**config.mk**
```make
export PLATFORM = sky130hd
export DESIGN_NAME = autoneg_enable_bit_loopback
export DESIGN_NICKNAME = d
export VERILOG_FILES = /design/src/include/vphy_pkg.sv /design/src/core/autoneg_enable_bit_engine.sv /design/src/core/autoneg_enable_bit_loopback.sv
export SDC_FILE = /design/constraint.sdc
export NUM_CORES = 1
export LEC_CHECK = 0
export ABC_AREA = 1
export BUFFER_PORTS_ARGS = -buffer_cell sky130_fd_sc_hd__clkbuf_2
export CAP_MARGIN = 40
export CORE_ASPECT_RATIO = 0.5
export CORE_UTILIZATION = 30
export DETAILED_ROUTE_END_ITERATION = 6
export PLACE_DENSITY = 0.59
export REMOVE_ABC_BUFFERS = 1
export SLEW_MARGIN = 20
export SYNTH_ARGS = -nofsm -noshare
export SYNTH_HDL_FRONTEND = slang
export SYNTH_SLANG_ARGS = --single-unit
```
**constraint.sdc**
```tcl
create_clock -name clk -period 2.8 [get_ports clk]
set_input_delay 0 -clock clk [delete_from_list [all_inputs] [get_ports clk]]
set_output_delay 0 -clock clk [all_outputs]
set_load 0.02 [all_outputs]
```
**src/include/vphy_pkg.sv**
```systemverilog
// Shared constants for the virtual PHY expansion and loopback block.
// Assumes a 25 MHz system clock and a 32-bit host register port.
package vphy_pkg;

  // ****************************************************************
  // Register map
  // ****************************************************************
  // Host byte addresses
  localparam logic [9:0] AN_EXP_OFFSET = 10'h1d8;
  localparam logic [9:0] SPECIAL_OFFSET = 10'h1dc;
  // Management register indices
  localparam logic [4:0] AN_EXP_INDEX = 5'h06;
  localparam logic [4:0] SPECIAL_INDEX = 5'h1f;

  // ****************************************************************
  // Field positions
  // ****************************************************************
  localparam int EXP_PD_FAULT_BIT = 4;
  localparam int EXP_LP_NP_BIT = 3;
  localparam int EXP_LOC_NP_BIT = 2;
  localparam int EXP_PAGE_RX_BIT = 1;
  localparam int EXP_LP_AN_BIT = 0;
  localparam int SPC_LOOP_BIT = 14;
  localparam int SPC_COL_TEST_BIT = 7;
  localparam int SPC_SPEED_LSB = 2;
  localparam int SPC_SQE_BIT = 0;

  // ****************************************************************
  // Reset values and fixed abilities
  // ****************************************************************
  localparam logic LOOP_RESET = 1'b0;
  localparam logic COL_TEST_RESET = 1'b0;
  localparam logic PAGE_RX_RESET = 1'b0;
  localparam logic SQE_RESET = 1'b0;
  localparam logic LP_AN_RESET = 1'b1;
  // Emulated partner ability: {100F, 100H, 10F, 10H}
  localparam logic [3:0] LP_ABILITY = 4'hf;

  // Speed/duplex codes {duplex, 100M, 10M}
  localparam logic [2:0] SPD_10H = 3'h1;
  localparam logic [2:0] SPD_100H = 3'h2;
  localparam logic [2:0] SPD_10F = 3'h5;
  localparam logic [2:0] SPD_100F = 3'h6;

  // ****************************************************************
  // Timing
  // ****************************************************************
  localparam int CLK_PERIOD_NS = 40;
  localparam int AN_TIME_NS = 1000;
  localparam int AN_CYCLES_INT = (AN_TIME_NS + CLK_PERIOD_NS - 1) / CLK_PERIOD_NS;
  localparam logic [7:0] AN_CYCLES = 8'(AN_CYCLES_INT);

  typedef enum logic [1:0] {AN_IDLE, AN_WAIT, AN_DONE} an_state_e;

endpackage

```
**src/core/autoneg_enable_bit_engine.sv**
```systemverilog
// Emulated auto-negotiation engine for the virtual PHY.
// Assumes control inputs come from logic on the same clock.
`timescale 1ns/1ps
`default_nettype none
module autoneg_enable_bit_engine (
  input wire logic clk,
  input wire logic rst,
  input wire logic autoneg_enable_bit,
  input wire logic an_restart,
  input wire logic manual_speed_select_low,
  input wire logic manual_duplex_select,
  input wire logic [3:0] adv_ability,
  output logic [2:0] speed_duplex,
  output logic lp_an_able,
  output logic page_set
);
  import vphy_pkg::*;

  an_state_e state_reg, state_next;
  logic [7:0] count_reg, count_next;
  logic en_prev_reg;
  logic [2:0] an_result_reg, an_result_next;
  logic [2:0] speed_reg, speed_next;
  logic lp_able_reg, lp_able_next;
  logic page_set_reg, page_set_next;
  logic [3:0] common;

  // Negotiation sequence and result resolution
  always_comb begin
    state_next = state_reg;
    count_next = count_reg;
    an_result_next = an_result_reg;
    lp_able_next = lp_able_reg;
    page_set_next = 1'b0;
    common = adv_ability & LP_ABILITY;
    case (state_reg)
      AN_IDLE: begin
        count_next = 8'h00;
      end
      AN_WAIT: begin
        if (count_reg >= AN_CYCLES - 8'h01) begin
          state_next = AN_DONE;
          page_set_next = 1'b1;
          // Partner able unless no common ability
          lp_able_next = (common != 4'h0);
          if (common[3]) begin
            an_result_next = SPD_100F;
          end else if (common[2]) begin
            an_result_next = SPD_100H;
          end else if (common[1]) begin
            an_result_next = SPD_10F;
          end else begin
            an_result_next = SPD_10H;
          end
        end else begin
          count_next = count_reg + 8'h01;
        end
      end
      AN_DONE: begin
        count_next = 8'h00;
      end
      default: begin
        state_next = AN_IDLE;
      end
    endcase
    // Restart on request or when negotiation is switched on
    if (an_restart || (autoneg_enable_bit && !en_prev_reg)) begin
      state_next = AN_WAIT;
      count_next = 8'h00;
    end
    // Indication follows result or manual settings
    if (autoneg_enable_bit) begin
      speed_next = an_result_reg;
    end else begin
      speed_next = {manual_duplex_select, manual_speed_select_low, !manual_speed_select_low};
    end
  end

  // State registers; negotiation runs right after reset
  always_ff @(posedge clk or posedge rst) begin
    if (rst) begin
      state_reg <= AN_WAIT;
      count_reg <= 8'h00;
      en_prev_reg <= 1'b1;
      an_result_reg <= SPD_100F;
      speed_reg <= SPD_100F;
      lp_able_reg <= LP_AN_RESET;
      page_set_reg <= 1'b0;
    end else begin
      state_reg <= state_next;
      count_reg <= count_next;
      en_prev_reg <= autoneg_enable_bit;
      an_result_reg <= an_result_next;
      speed_reg <= speed_next;
      lp_able_reg <= lp_able_next;
      page_set_reg <= page_set_next;
    end
  end

  assign speed_duplex = speed_reg;
  assign lp_an_able = lp_able_reg;
  assign page_set = page_set_reg;

endmodule
`default_nettype wire

```
**src/core/autoneg_enable_bit_loopback.sv**
```systemverilog
// Virtual PHY expansion and special control/status registers,
// with far loopback of switch port 0 toward the switch engine.
// Assumes host and management strobes are on clk; strap is a pin.
`timescale 1ns/1ps
`default_nettype none
module autoneg_enable_bit_loopback (
  input wire logic clk,
  input wire logic rst,
  input wire logic [9:0] host_addr,
  input wire logic host_rd,
  input wire logic host_wr,
  input wire logic [31:0] host_wdata,
  output logic [31:0] host_rdata,
  input wire logic [4:0] mii_reg_index,
  input wire logic mii_rd,
  input wire logic mii_wr,
  input wire logic [15:0] mii_wdata,
  output logic [15:0] mii_rdata,
  input wire logic autoneg_enable_bit,
  input wire logic an_restart,
  input wire logic manual_speed_select_low,
  input wire logic manual_duplex_select,
  input wire logic [3:0] adv_ability,
  input wire logic isolate,
  input wire logic sqe_strap,
  input wire logic sw_tx_en,
  input wire logic [3:0] sw_tx_data,
  input wire logic mac_tx_en,
  input wire logic [3:0] mac_tx_data,
  output logic mac_rx_dv,
  output logic [3:0] mac_rx_data,
  output logic sw_rx_dv,
  output logic [3:0] sw_rx_data,
  output logic sw_col,
  output logic sqe_off
);
  import vphy_pkg::*;

  // ****************************************************************
  // Negotiation engine
  // ****************************************************************
  logic [2:0] speed_duplex;
  logic lp_an_able;
  logic page_set;

  autoneg_enable_bit_engine u_an (
    .clk(clk),
    .rst(rst),
    .autoneg_enable_bit(autoneg_enable_bit),
    .an_restart(an_restart),
    .manual_speed_select_low(manual_speed_select_low),
    .manual_duplex_select(manual_duplex_select),
    .adv_ability(adv_ability),
    .speed_duplex(speed_duplex),
    .lp_an_able(lp_an_able),
    .page_set(page_set)
  );

  // ****************************************************************
  // Register state
  // ****************************************************************
  logic loop_reg, loop_next;
  logic col_test_reg, col_test_next;
  logic sqe_reg, sqe_next;
  logic page_rx_reg, page_rx_next;
  logic strap_s1_reg, strap_s2_reg;
  logic [1:0] strap_cnt_reg, strap_cnt_next;
  logic [31:0] host_rdata_reg, host_rdata_next;
  logic [15:0] mii_rdata_reg, mii_rdata_next;
  logic [31:0] exp_word, spc_word;
  logic rd_exp, host_spc_wr, mii_spc_wr;

  // Read words; reserved and fixed bits held at zero
  always_comb begin
    exp_word = 32'h0000_0000;
    exp_word[EXP_PD_FAULT_BIT] = 1'b0;
    exp_word[EXP_LP_NP_BIT] = 1'b0;
    exp_word[EXP_LOC_NP_BIT] = 1'b0;
    exp_word[EXP_PAGE_RX_BIT] = page_rx_reg;
    exp_word[EXP_LP_AN_BIT] = lp_an_able;
    spc_word = 32'h0000_0000;
    spc_word[SPC_LOOP_BIT] = loop_reg;
    spc_word[SPC_COL_TEST_BIT] = col_test_reg;
    spc_word[SPC_SPEED_LSB +: 3] = speed_duplex;
    spc_word[SPC_SQE_BIT] = sqe_reg;
  end

  // Register access decode, write and clear-on-read
  always_comb begin
    rd_exp = (host_rd && host_addr == AN_EXP_OFFSET) || (mii_rd && mii_reg_index == AN_EXP_INDEX);
    host_spc_wr = host_wr && host_addr == SPECIAL_OFFSET;
    mii_spc_wr = mii_wr && mii_reg_index == SPECIAL_INDEX;
    loop_next = loop_reg;
    col_test_next = col_test_reg;
    sqe_next = sqe_reg;
    strap_cnt_next = strap_cnt_reg;
    // Only writable bits are taken; others dropped
    if (host_spc_wr) begin
      loop_next = host_wdata[SPC_LOOP_BIT];
      col_test_next = host_wdata[SPC_COL_TEST_BIT];
      sqe_next = host_wdata[SPC_SQE_BIT];
    end else if (mii_spc_wr) begin
      loop_next = mii_wdata[SPC_LOOP_BIT];
      col_test_next = mii_wdata[SPC_COL_TEST_BIT];
      sqe_next = mii_wdata[SPC_SQE_BIT];
    end
    // Strap is taken once its synchroniser has settled
    if (strap_cnt_reg != 2'h3) begin
      strap_cnt_next = strap_cnt_reg + 2'h1;
      if (strap_cnt_reg == 2'h2) begin
        sqe_next = strap_s2_reg;
      end
    end
    // Set wins over the read clear
    if (page_set) begin
      page_rx_next = 1'b1;
    end else if (rd_exp) begin
      page_rx_next = 1'b0;
    end else begin
      page_rx_next = page_rx_reg;
    end
    host_rdata_next = host_rdata_reg;
    if (host_rd) begin
      case (host_addr)
        AN_EXP_OFFSET: host_rdata_next = exp_word;
        SPECIAL_OFFSET: host_rdata_next = spc_word;
        default: host_rdata_next = 32'h0000_0000;
      endcase
    end
    // Management sees only the low half
    mii_rdata_next = mii_rdata_reg;
    if (mii_rd) begin
      case (mii_reg_index)
        AN_EXP_INDEX: mii_rdata_next = exp_word[15:0];
        SPECIAL_INDEX: mii_rdata_next = spc_word[15:0];
        default: mii_rdata_next = 16'h0000;
      endcase
    end
  end

  // Register file flops
  always_ff @(posedge clk or posedge rst) begin
    if (rst) begin
      loop_reg <= LOOP_RESET;
      col_test_reg <= COL_TEST_RESET;
      sqe_reg <= SQE_RESET;
      page_rx_reg <= PAGE_RX_RESET;
      strap_s1_reg <= 1'b0;
      strap_s2_reg <= 1'b0;
      strap_cnt_reg <= 2'h0;
      host_rdata_reg <= 32'h0000_0000;
      mii_rdata_reg <= 16'h0000;
    end else begin
      loop_reg <= loop_next;
      col_test_reg <= col_test_next;
      sqe_reg <= sqe_next;
      page_rx_reg <= page_rx_next;
      strap_s1_reg <= sqe_strap;
      strap_s2_reg <= strap_s1_reg;
      strap_cnt_reg <= strap_cnt_next;
      host_rdata_reg <= host_rdata_next;
      mii_rdata_reg <= mii_rdata_next;
    end
  end

  // ****************************************************************
  // Port 0 data path
  // ****************************************************************
  logic mac_rx_dv_reg, mac_rx_dv_next;
  logic [3:0] mac_rx_data_reg, mac_rx_data_next;
  logic sw_rx_dv_reg, sw_rx_dv_next;
  logic [3:0] sw_rx_data_reg, sw_rx_data_next;
  logic sw_col_reg, sw_col_next;

  // Steering between MAC and loopback
  always_comb begin
    mac_rx_dv_next = 1'b0;
    mac_rx_data_next = 4'h0;
    sw_rx_dv_next = 1'b0;
    sw_rx_data_next = 4'h0;
    if (loop_reg) begin
      // Returned to the switch regardless of isolate
      sw_rx_dv_next = sw_tx_en;
      sw_rx_data_next = sw_tx_data;
    end else if (!isolate) begin
      mac_rx_dv_next = sw_tx_en;
      mac_rx_data_next = sw_tx_data;
      sw_rx_dv_next = mac_tx_en;
      sw_rx_data_next = mac_tx_data;
    end
    sw_col_next = col_test_reg && sw_tx_en;
  end

  // Data path flops
  always_ff @(posedge clk or posedge rst) begin
    if (rst) begin
      mac_rx_dv_reg <= 1'b0;
      mac_rx_data_reg <= 4'h0;
      sw_rx_dv_reg <= 1'b0;
      sw_rx_data_reg <= 4'h0;
      sw_col_reg <= 1'b0;
    end else begin
      mac_rx_dv_reg <= mac_rx_dv_next;
      mac_rx_data_reg <= mac_rx_data_next;
      sw_rx_dv_reg <= sw_rx_dv_next;
      sw_rx_data_reg <= sw_rx_data_next;
      sw_col_reg <= sw_col_next;
    end
  end

  assign host_rdata = host_rdata_reg;
  assign mii_rdata = mii_rdata_reg;
  assign mac_rx_dv = mac_rx_dv_reg;
  assign mac_rx_data = mac_rx_data_reg;
  assign sw_rx_dv = sw_rx_dv_reg;
  assign sw_rx_data = sw_rx_data_reg;
  assign sw_col = sw_col_reg;
  assign sqe_off = sqe_reg;
endmodule
`default_nettype wire

```
=== Yosys cells after proc, flatten, opt, wreduce, memory -nomap -nowiden ===
Cells that the tools add are included.

* Register bits: 86
* Latch bits: 0
* RAM bits: 0
* Memory bits (read-only): 0
* Input bits: 89
* Output and inout bits: 60
* Word-level logic and storage cells: 86
* Memories: 0

* Add/sub/neg operators: 2
* $mul: 0
* Divide/modulo/power cells: 0
* Magnitude comparators: 1
* Equality and inequality tests: 11
* Shift-type cells: 0
* Multiplexer cells: 32
* Bitwise operators: 0
* Reductions and logical operators: 19

{| class="wikitable"
|+ Operators by type and width
! cell !! count
|-
| 15-bit one-hot mux with 2 select lines || 2
|-
| 10-bit by 9-bit equality test with 1-bit output (second input constant) || 2
|-
| 1-bit 2-to-1 mux || 16
|-
| 4-bit 2-to-1 mux || 4
|-
| 8-bit 2-to-1 mux || 2
|-
| 8-bit one-hot mux with 2 select lines || 1
|-
| 3-bit 2-to-1 mux || 4
|-
| 8-bit by 1-bit adder with 8-bit output (second input constant) || 1
|-
| 8-bit by 5-bit >= comparator with 1-bit output (second input constant) || 1
|-
| 1-bit logical AND || 6
|-
| 2-bit AND reduction || 3
|-
| 5-bit by 3-bit equality test with 1-bit output (second input constant) || 1
|-
| 5-bit equality test (second input constant) || 1
|-
| 2-bit equality test (second input constant) || 2
|-
| 2-bit 2-to-1 mux || 2
|-
| 2-bit one-hot mux with 2 select lines || 1
|-
| 2-bit nonzero test || 2
|-
| 4-bit nonzero test || 1
|-
| 3-bit by 1-bit inequality test with 1-bit output (second input constant) || 1
|-
| 3-bit inequality test (second input constant) || 1
|-
| 3-bit nonzero test || 1
|-
| 2-bit by 1-bit adder with 2-bit output (second input constant) || 1
|-
| 2-bit by 1-bit equality test with 1-bit output (second input constant) || 1
|-
| 1-bit zero test || 2
|-
| other kinds (5) || 6
|}

=== Longest topological paths before layout ===
Gate-level depths: netlist of run 1.

* Depth in word-level cells: 6
* Gate-level depth with buffers: 8
* Depth with buffers taken out: 8

=== Hierarchy ===
A second synthesis of run 1 with hierarchy kept.

* Cell total of the unflattened synthesis: 301
* Area total of the unflattened synthesis: 2676.3 um^2

{| class="wikitable"
|+ By module, submodules not included
! module !! instances !! cells each !! area each (um^2) !! seq. area each (um^2)
|-
| autoneg_enable_bit_loopback || 1 || 200 || 1755.4 || 825.8
|-
| autoneg_enable_bit_engine || 1 || 101 || 920.9 || 484.2
|}

=== Worst setup path after synthesis of run 1 ===
Ideal clock, no wire load.

* Path kind: reg-to-reg
* Start point: register u_an.count_reg[6]
* End point: register u_an.count_reg[0]
* Setup time: 122 ps
* Data arrival time: 930 ps
* Data required time: 2678 ps
* Path slack: 1748 ps
* Cell stages (with the launch flop): 7
* Buffers on the path: 0
* Clock period less this slack: 1052 ps
* Cell sequence: dfrtp_1 nor2_1 nand3_2 nor2_4 inv_2 o21ai_1 a21oi_1

* Word-level cells in the longest chain between the ends: 3

{| class="wikitable"
|+ Ends and longest elaborated chain
! item !! RTL line !! RTL
|-
| start, declared || autoneg_enable_bit_engine.sv:20 || <nowiki>logic [7:0] count_reg, count_next;</nowiki>
|-
| start signal, assigned || autoneg_enable_bit_engine.sv:91 || <nowiki>count_reg <= count_next;</nowiki>
|-
| 8-bit by 5-bit >= comparator with 1-bit output || autoneg_enable_bit_engine.sv:41 || <nowiki>if (count_reg >= AN_CYCLES - 8'h01) begin</nowiki>
|-
| 3-bit inequality test (no line) || -- ||
|-
| 2-bit AND reduction (no line) || -- ||
|}

No other way between the ends.
A chain may end at the register's enable or synchronous reset.

==> key figures, run 1 <==
Drt
  – Detailed-route via count: 1952
  – M1 wire length: around 2300 um
  – Via/cell ratio: 4.02
  – Remaining design rule violation count: 0
  – Met3 Wirelength: 197 um
  – Number of iterations in the first detailed-routing pass: 4
  – Routed WL: just under 5000 um
  – Count of antenna-violating nets left after detailed routing: 0
  – Routed met2 length: ~2400 um
  – Average routed wire per standard cell: 10.2 um
  – Highest routing layer actually used: met4
  – Drt first-iter violations: 46

Power and ir drop
  – Reported leakage power: around 1.8 nW
  – Areal power density over the cells: between 500 and 600 nW/um2
  – Overall power after layout: 0.00172 W
  – Worst vdd rail ir drop: 0.227 mV

Synthesis
  – Part of the Yosys area used for sequential elements: a little over half
  – Average size of a mapped cell: about 9 um2
  – Number of synthesized register bits: 52
  – Cell type with the largest total area after synthesis: sky130_fd_sc_hd__dfrtp_1
  – Biggest area contributors in the synthesized netlist: sky130_fd_sc_hd__dfrtp_1, sky130_fd_sc_hd__buf_4, sky130_fd_sc_hd__dfstp_2
  – Syn Inst Count: ~270
  – Top-area cell type share of the netlist area: around 45%
  – Synth warn: 0
  – Post-synthesis instance area: between 2000 and 3000 um2
  – Number of distinct standard cells referenced by the synthesized netlist: 34

Floorplan
  – Horizontal die dimension: around 130 um
  – Die height: 66.7 um
  – Core area: 8060 um2
  – I/O pin cnt: around 150
  – Die area: approximately 8800 um2
  – Starting density of the core: around 31%
  – Number of rows created at floorplan: 23

STA
  – Slew @ Worst Pin: between 0.5 and 0.6 ns
  – RSZ-0062 raised after global routing: false
  – Time the worst path needs with I/O delays and setup: ~1.3 ns
  – Hold Violations, Final: 0
  – Upper clock frequency limit: roughly 0.79 GHz
  – Max-slew violation count: 0
  – Setup Skew: 0.00459 ns
  – # setup viols final: 0
  – Smallest setup slack after layout: about 1.5 ns
  – Total negative slack: 0 ns
  – Final Cycle Share: roughly 45%
  – Worst slew margin: roughly 63%

Global route
  – GRT Resource Usage Total: between 10% and 20%
  – Number of global-route vias before repair: approximately 1700
  – Overflow after GRT: 0
  – Largest net degree at the start of global routing: 28
  – Global-route wire length before repair: a little under 8000 um
  – Antenna violations before repair: 0

Min path
  – Hold Path Class: in -> reg
  – Worst Hold Launch: adv_ability[0]

Layout
  – Area taken by flip-flops and latches: 1310 um2
  – Total inserted antenna cells: 0
  – Share of layout cells above drive strength 1: a little under a third
  – Total Nets Final: roughly 470
  – Area added between synthesis and finish: 29.6%
  – Flip-flop count of the largest register, all copies and words added: 8
  – Fillers: 824
  – Most frequent cells in the layout: sky130_fd_sc_hd__clkbuf_2, sky130_fd_sc_hd__inv_1, sky130_fd_sc_hd__dfrtp_1, sky130_fd_sc_hd__nand2_1, sky130_fd_sc_hd__conb_1
  – Commonest non-fill, non-tap cell in the layout: sky130_fd_sc_hd__clkbuf_2
  – Core utilization of the finished layout: 40.4%
  – Multi-input combinational cell area: between 800 and 900 um2

Worst setup path
  – Startpoint of the lowest-slack register-to-register path: col_test_reg
  – Nature of the critical path startpoint: flop
  – Worst Setup SP: col_test_reg
  – Cell mode on critical path: sky130_fd_sc_hd__nand3_1
  – Endpoint class of the critical path: flop
  – Critical-path cell list: nand3_1 -> nand3_1 -> dlygate4sd3_1
  – Delay of the slowest cell on the worst path: 0.55 ns
  – Data required, critical path: around 3 ns
  – CP max stage cell: sky130_fd_sc_hd__dlygate4sd3_1
  – Setup Crit Path Kind: reg -> reg
  – Critical Path AT: 1.43 ns
  – Maximum fanout encountered on the critical timing path: 4

Clocking
  – Number of buffers inserted to repair setup after CTS: 0
  – Insertion delay of the later-clocked pin in the worst-skew pair: around 0.29 ns
  – Number of clock sinks seen by CTS: 52
  – Number of buffers created by CTS: 5
  – TritonCTS clock tree: done
  – Clock tree root buffer cell: sky130_fd_sc_hd__clkbuf_16
  – Maximum clock path buffer count: 2
  – Post-CTS resize count: 0
  – Hold_buf cts: 23
  – Clock-pin slew reported for the worst setup and hold paths after clock tree synthesis: roughly 0.07 ns
  – Level count of the clock H-tree: 2

Place
  – DP Wirelength: ~3700 um
  – Placement Setup Slack: roughly 1.7 ns
  – Buffers on Ports: 72
  – Final weighted congestion in routability-driven placement: roughly 0.72

Flow run
  – Number of max-cap violations: 0

Outcome
  – Outcome: finished clean
==> synthesized netlist by cell type <==
cell type,n
sky130_fd_sc_hd__a21oi_1,6
sky130_fd_sc_hd__a21oi_2,1
sky130_fd_sc_hd__buf_2,1
sky130_fd_sc_hd__buf_4,34
sky130_fd_sc_hd__clkbuf_1,1
sky130_fd_sc_hd__conb_1,1
sky130_fd_sc_hd__dfrtp_1,45
sky130_fd_sc_hd__dfstp_2,7
sky130_fd_sc_hd__ha_1,4
sky130_fd_sc_hd__inv_1,46
sky130_fd_sc_hd__inv_2,4
sky130_fd_sc_hd__nand2_1,35
sky130_fd_sc_hd__nand2_2,4
sky130_fd_sc_hd__nand3_1,16
sky130_fd_sc_hd__nand3_2,4
sky130_fd_sc_hd__nand4_1,3
sky130_fd_sc_hd__nor2_1,20
sky130_fd_sc_hd__nor2_2,4
sky130_fd_sc_hd__nor2_4,1
sky130_fd_sc_hd__nor2_8,1
sky130_fd_sc_hd__nor3_2,1
sky130_fd_sc_hd__nor4_1,1
sky130_fd_sc_hd__o211ai_2,1
sky130_fd_sc_hd__o21a_1,1
sky130_fd_sc_hd__o21ai_0,9
sky130_fd_sc_hd__o21ai_1,7
sky130_fd_sc_hd__o21ai_2,1
sky130_fd_sc_hd__o21bai_1,1
sky130_fd_sc_hd__o21bai_2,1
sky130_fd_sc_hd__o221ai_1,1
sky130_fd_sc_hd__o22ai_1,5
sky130_fd_sc_hd__o31ai_1,4
sky130_fd_sc_hd__or2_2,1
sky130_fd_sc_hd__xnor2_1,1
==> per-layer routing <==
metal	track usage [%]	vias to the layer above
met1	13.9	895
met5	0	-
met4	4.80	0
met2	20.9	63
met3	2.28	5
li1	-	989
==> critical path: cells and delay by family (launching register included) <==
| kind | cells | cell delay (ns) |
|---|---|---|
| buffers and inverters | 1 | 0.55 |
| and+or+nand+nor | 2 | 0.17 |
| DFF | 1 | 0.43 |
==> power breakdown <==
part	internal, W	switching, W	leakage (nW)	total (W)
logic	0.000104	0.000179	1.07	0.000283
clock network	0.000330	0.000269	0.0736	0.000599
registers	0.000814	0.0000273	0.663	0.000841
total	0.00125	0.000476	1.81	0.00172
==> path summary, 6_finish.rpt <==
check	end	slack, ns	cells past startpoint
worst max-delay path	col_test_reg	1.54	3
worst min-delay path	u_an.lp_an_able	0.03	3
worst max register to register	col_test_reg	1.54	3
worst min register to register	strap_s2_reg	0.35	0
max in group asynchronous	u_an.speed_duplex[1]	1.71	4
min in group asynchronous	u_an.count_reg[0]	0.30	3
==> logic make-up after synthesis <==
group                    count (synthesis)  synth area share [%]
AND/OR/NAND/NOR                         91                  17.9
buffers and inverters                   86                  18.0
flip-flops                              52                  52.2
AO/OA/AOI/OAI                           38                  9.42
adder cells (fa/ha/maj)                  4                  1.99
XOR/XNOR                                 1                 0.349
other                                    1                 0.149
==> area by class of cell <==
cell class | instances | share of cell area [%]
clock buffer | 5 | 3.85
clock inverter | 3 | 0.577
inverter | 50 | 5.77
multi-input combinational | 168 | 26.8
sequential | 52 | 40.3
tap | 112 | 4.31
timing repair buffer | 96 | 18.4
==> through the flow <==
step | cells | cell area, um2 | hold slack [ns]
6_report | 486 | 3250 | 0.0313
5_1_grt | 486 | 3250 | 0.0337
4_1_cts | 486 | 3250 | 0.0277
3_5_place_dp | 455 | 2880 | 0.0709
3_3_place_gp | 455 | 2880 | 0.0695
2_1_floorplan | 270 | 2370 | 0.00448
Power figures use the tool's default switching activity.
==> run 2, diff against run 1 <==
- PLACE_DENSITY: 0.59 -> 0.61
- clock period: 2.8 -> 1.16 ns (I/O delays scaled with it)
==> key figures, run 2 (synthesized netlist as in run 1, its figures left out) <==
Global route
  – Number of global-route vias before repair: 1648 (was 1718)
  – GRT Resource Usage Total: 10.9% (was 11.6%)
  – Overflow after GRT: 0 (unchanged)
  – Largest net degree at the start of global routing: 26 (was 28)
  – Antenna violations before repair: 0 (unchanged)
  – Global-route wire length before repair: 7450 um (was 7820 um)

STA
  – Setup Skew: 0.00803 ns (was 0.00459 ns)
  – Time the worst path needs with I/O delays and setup: 1.13 ns (was 1.26 ns)
  – Final Cycle Share: 97.6% (was 45.2%)
  – Total negative slack: 0 ns (unchanged)
  – Max-slew violation count: 0 (unchanged)
  – # setup viols final: 0 (unchanged)
  – Hold Violations, Final: 2 (was 0)
  – RSZ-0062 raised after global routing: true (was false)
  – Smallest setup slack after layout: 0.0278 ns (was 1.54 ns)
  – Upper clock frequency limit: 0.883 GHz (was 0.791 GHz)
  – Hold WS: -0.00651 ns (was 0.0313 ns)

Floorplan
  – Number of rows created at floorplan: 23 (unchanged)
  – Core area: 8060 um2 (unchanged)
  – Die height: 66.7 um (unchanged)
  – Die area: 8760 um2 (unchanged)
  – I/O pin cnt: 149 (unchanged)
  – Starting density of the core: 31.1% (unchanged)
  – Horizontal die dimension: 131 um (unchanged)

Layout
  – Flip-flop count of the largest register, all copies and words added: 8 (unchanged)
  – Most frequent cells in the layout: sky130_fd_sc_hd__clkbuf_2, sky130_fd_sc_hd__inv_1, sky130_fd_sc_hd__dfrtp_1, sky130_fd_sc_hd__nand2_1, sky130_fd_sc_hd__conb_1 (unchanged)
  – Commonest non-fill, non-tap cell in the layout: sky130_fd_sc_hd__clkbuf_2 (unchanged)
  – Total inserted antenna cells: 0 (unchanged)
  – Fillers: 813 (was 824)
  – Share of layout cells above drive strength 1: 31.8% (was 30.2%)
  – Total Nets Final: 469 (was 466)
  – Area added between synthesis and finish: 31.6% (was 29.6%)

Worst setup path
  – Slack of the worst reg-to-reg path: 0.03 ns (was 1.54 ns)
  – CP max stage cell: sky130_fd_sc_hd__dfrtp_1 (was sky130_fd_sc_hd__dlygate4sd3_1)
  – Maximum fanout encountered on the critical timing path: 7 (was 4)
  – Critical-path cell list: nor2_2 -> nand3_2 -> nor2_4 -> inv_2 -> o21ai_2 -> a21oi_1 (was nand3_1 -> nand3_1 -> dlygate4sd3_1)
  – Data required, critical path: 1.34 ns (was 2.97 ns)
  – Setup Crit Path Kind: reg -> reg (unchanged)
  – Delay of the slowest cell on the worst path: 0.39 ns (was 0.55 ns)
  – Endpoint class of the critical path: flop (unchanged)
  – Buffering stage count on the worst path with inverters included: 1 (unchanged)
  – Kind of cell with the highest combined delay on the critical path: simple AND/OR/NAND/NOR gates (was buffers and inverters)
  – Nature of the critical path startpoint: flop (unchanged)
  – Critical Path AT: 1.31 ns (was 1.43 ns)

Place
  – DP Wirelength: 3650 um (was 3670 um)
  – Final weighted congestion in routability-driven placement: 0.725 (about the same)
  – Buffers on Ports: 72 (unchanged)
  – Placement Setup Slack: 0.0112 ns (was 1.66 ns)

Drt
  – Routed WL: 4770 um (was 4950 um)
  – Number of iterations in the first detailed-routing pass: 4 (unchanged)
  – Average routed wire per standard cell: 9.74 um (was 10.2 um)
  – Count of antenna-violating nets left after detailed routing: 0 (unchanged)
  – Via/cell ratio: 3.93 (was 4.02)
  – Detailed-route via count: 1924 (was 1952)
  – Remaining design rule violation count: 0 (unchanged)
  – Drt first-iter violations: 64 (was 46)

Clocking
  – Number of clock sinks seen by CTS: 52 (unchanged)
  – Maximum clock path buffer count: 2 (unchanged)
  – TritonCTS clock tree: done (unchanged)
  – Clock tree root buffer cell: sky130_fd_sc_hd__clkbuf_16 (unchanged)
  – Level count of the clock H-tree: 2 (unchanged)
  – Number of buffers created by CTS: 5 (unchanged)
  – Clock-pin slew reported for the worst setup and hold paths after clock tree synthesis: 0.07 ns (about the same)
  – Insertion delay of the later-clocked pin in the worst-skew pair: 0.29 ns (about the same)

Min path
  – Hold Path Class: in -> reg (unchanged)

Outcome
  – Outcome: finished, violations left (was finished clean)
  – Violations in the final reports: hold timing

Power and ir drop
  – Reported leakage power: 1.83 nW (was 1.81 nW)
  – Worst vdd rail ir drop: 0.635 mV (was 0.227 mV)
  – Areal power density over the cells: 1260 nW/um2 (was 530 nW/um2)

Flow run
  – Number of max-cap violations: 0 (unchanged)
run 2: tightest hold or removal path: stages:
cell,delay (ns)
sky130_fd_sc_hd__clkbuf_2,0.11
sky130_fd_sc_hd__o21ai_2,0.07
sky130_fd_sc_hd__o21ai_0,0.07
run 2: area by class of cell:
cell class / instances / area [um2] / share of cell area [%]
Inverter: 50 / 188 / 5.68
Tap cell: 112 / 140 / 4.24
Multi-Input combinational cell: 168 / 886 / 26.8
Clock inverter: 3 / 22.5 / 0.682
Clock buffer: 5 / 125 / 3.79
Sequential cell: 52 / 1310 / 39.7
Timing Repair Buffer: 99 / 631 / 19.1
run 2: worst paths after layout:
| path | startpoint | end | cells past startpoint |
|---|---|---|---|
| worst max-delay path | u_an.count_reg[6] | u_an.count_reg[0] | 6 |
| worst min-delay path | adv_ability[3] | u_an.an_result_reg[1] | 3 |
| worst max register to register | u_an.count_reg[6] | u_an.count_reg[0] | 6 |
| worst min register to register | strap_s1_reg | strap_s2_reg | 0 |
| max in group asynchronous | rst | strap_cnt_reg[0] | 4 |
| min in group asynchronous | rst | sw_rx_data[0] | 3 |
run 2: power by group:
group / total (W) / switching, W / internal [W]
logic: 0.000683 / 0.000435 / 0.000248
registers: 0.00203 / 0.0000613 / 0.00196
clock network: 0.00147 / 0.000659 / 0.000808
total: 0.00418 / 0.00115 / 0.00302
run 2: what timing repair did:
item / in CTS / in global routing
resized for setup: 1 / 3
hold buffers: 22 / 0
setup endpoints to repair: 1 / 6
hold endpoints to repair: 52 / 0
pin swaps: 0 / 1
setup buffers: 0 / 0
run 2: routing by layer:
metal / vias to the layer above / track usage [%] / share of wire, %
met5: - / 0 / 0
met4: 0 / 3.49 / 0.88
met3: 5 / 2.28 / 4.0
met2: 53 / 19.3 / 49
met1: 870 / 13.5 / 46
li1: 996 / - / -
run 2: metrics by stage:
step	instance area (um2)	total power, W	util, %	std cells
after global placement	2920	0.00268	36.2	459
after floorplan	2370	0.00245	-	270
after CTS	3290	0.00422	40.8	489
after detailed placement	2920	0.00269	36.2	459
after global routing	3300	0.00436	41.0	489
final	3300	0.00418	41.0	489
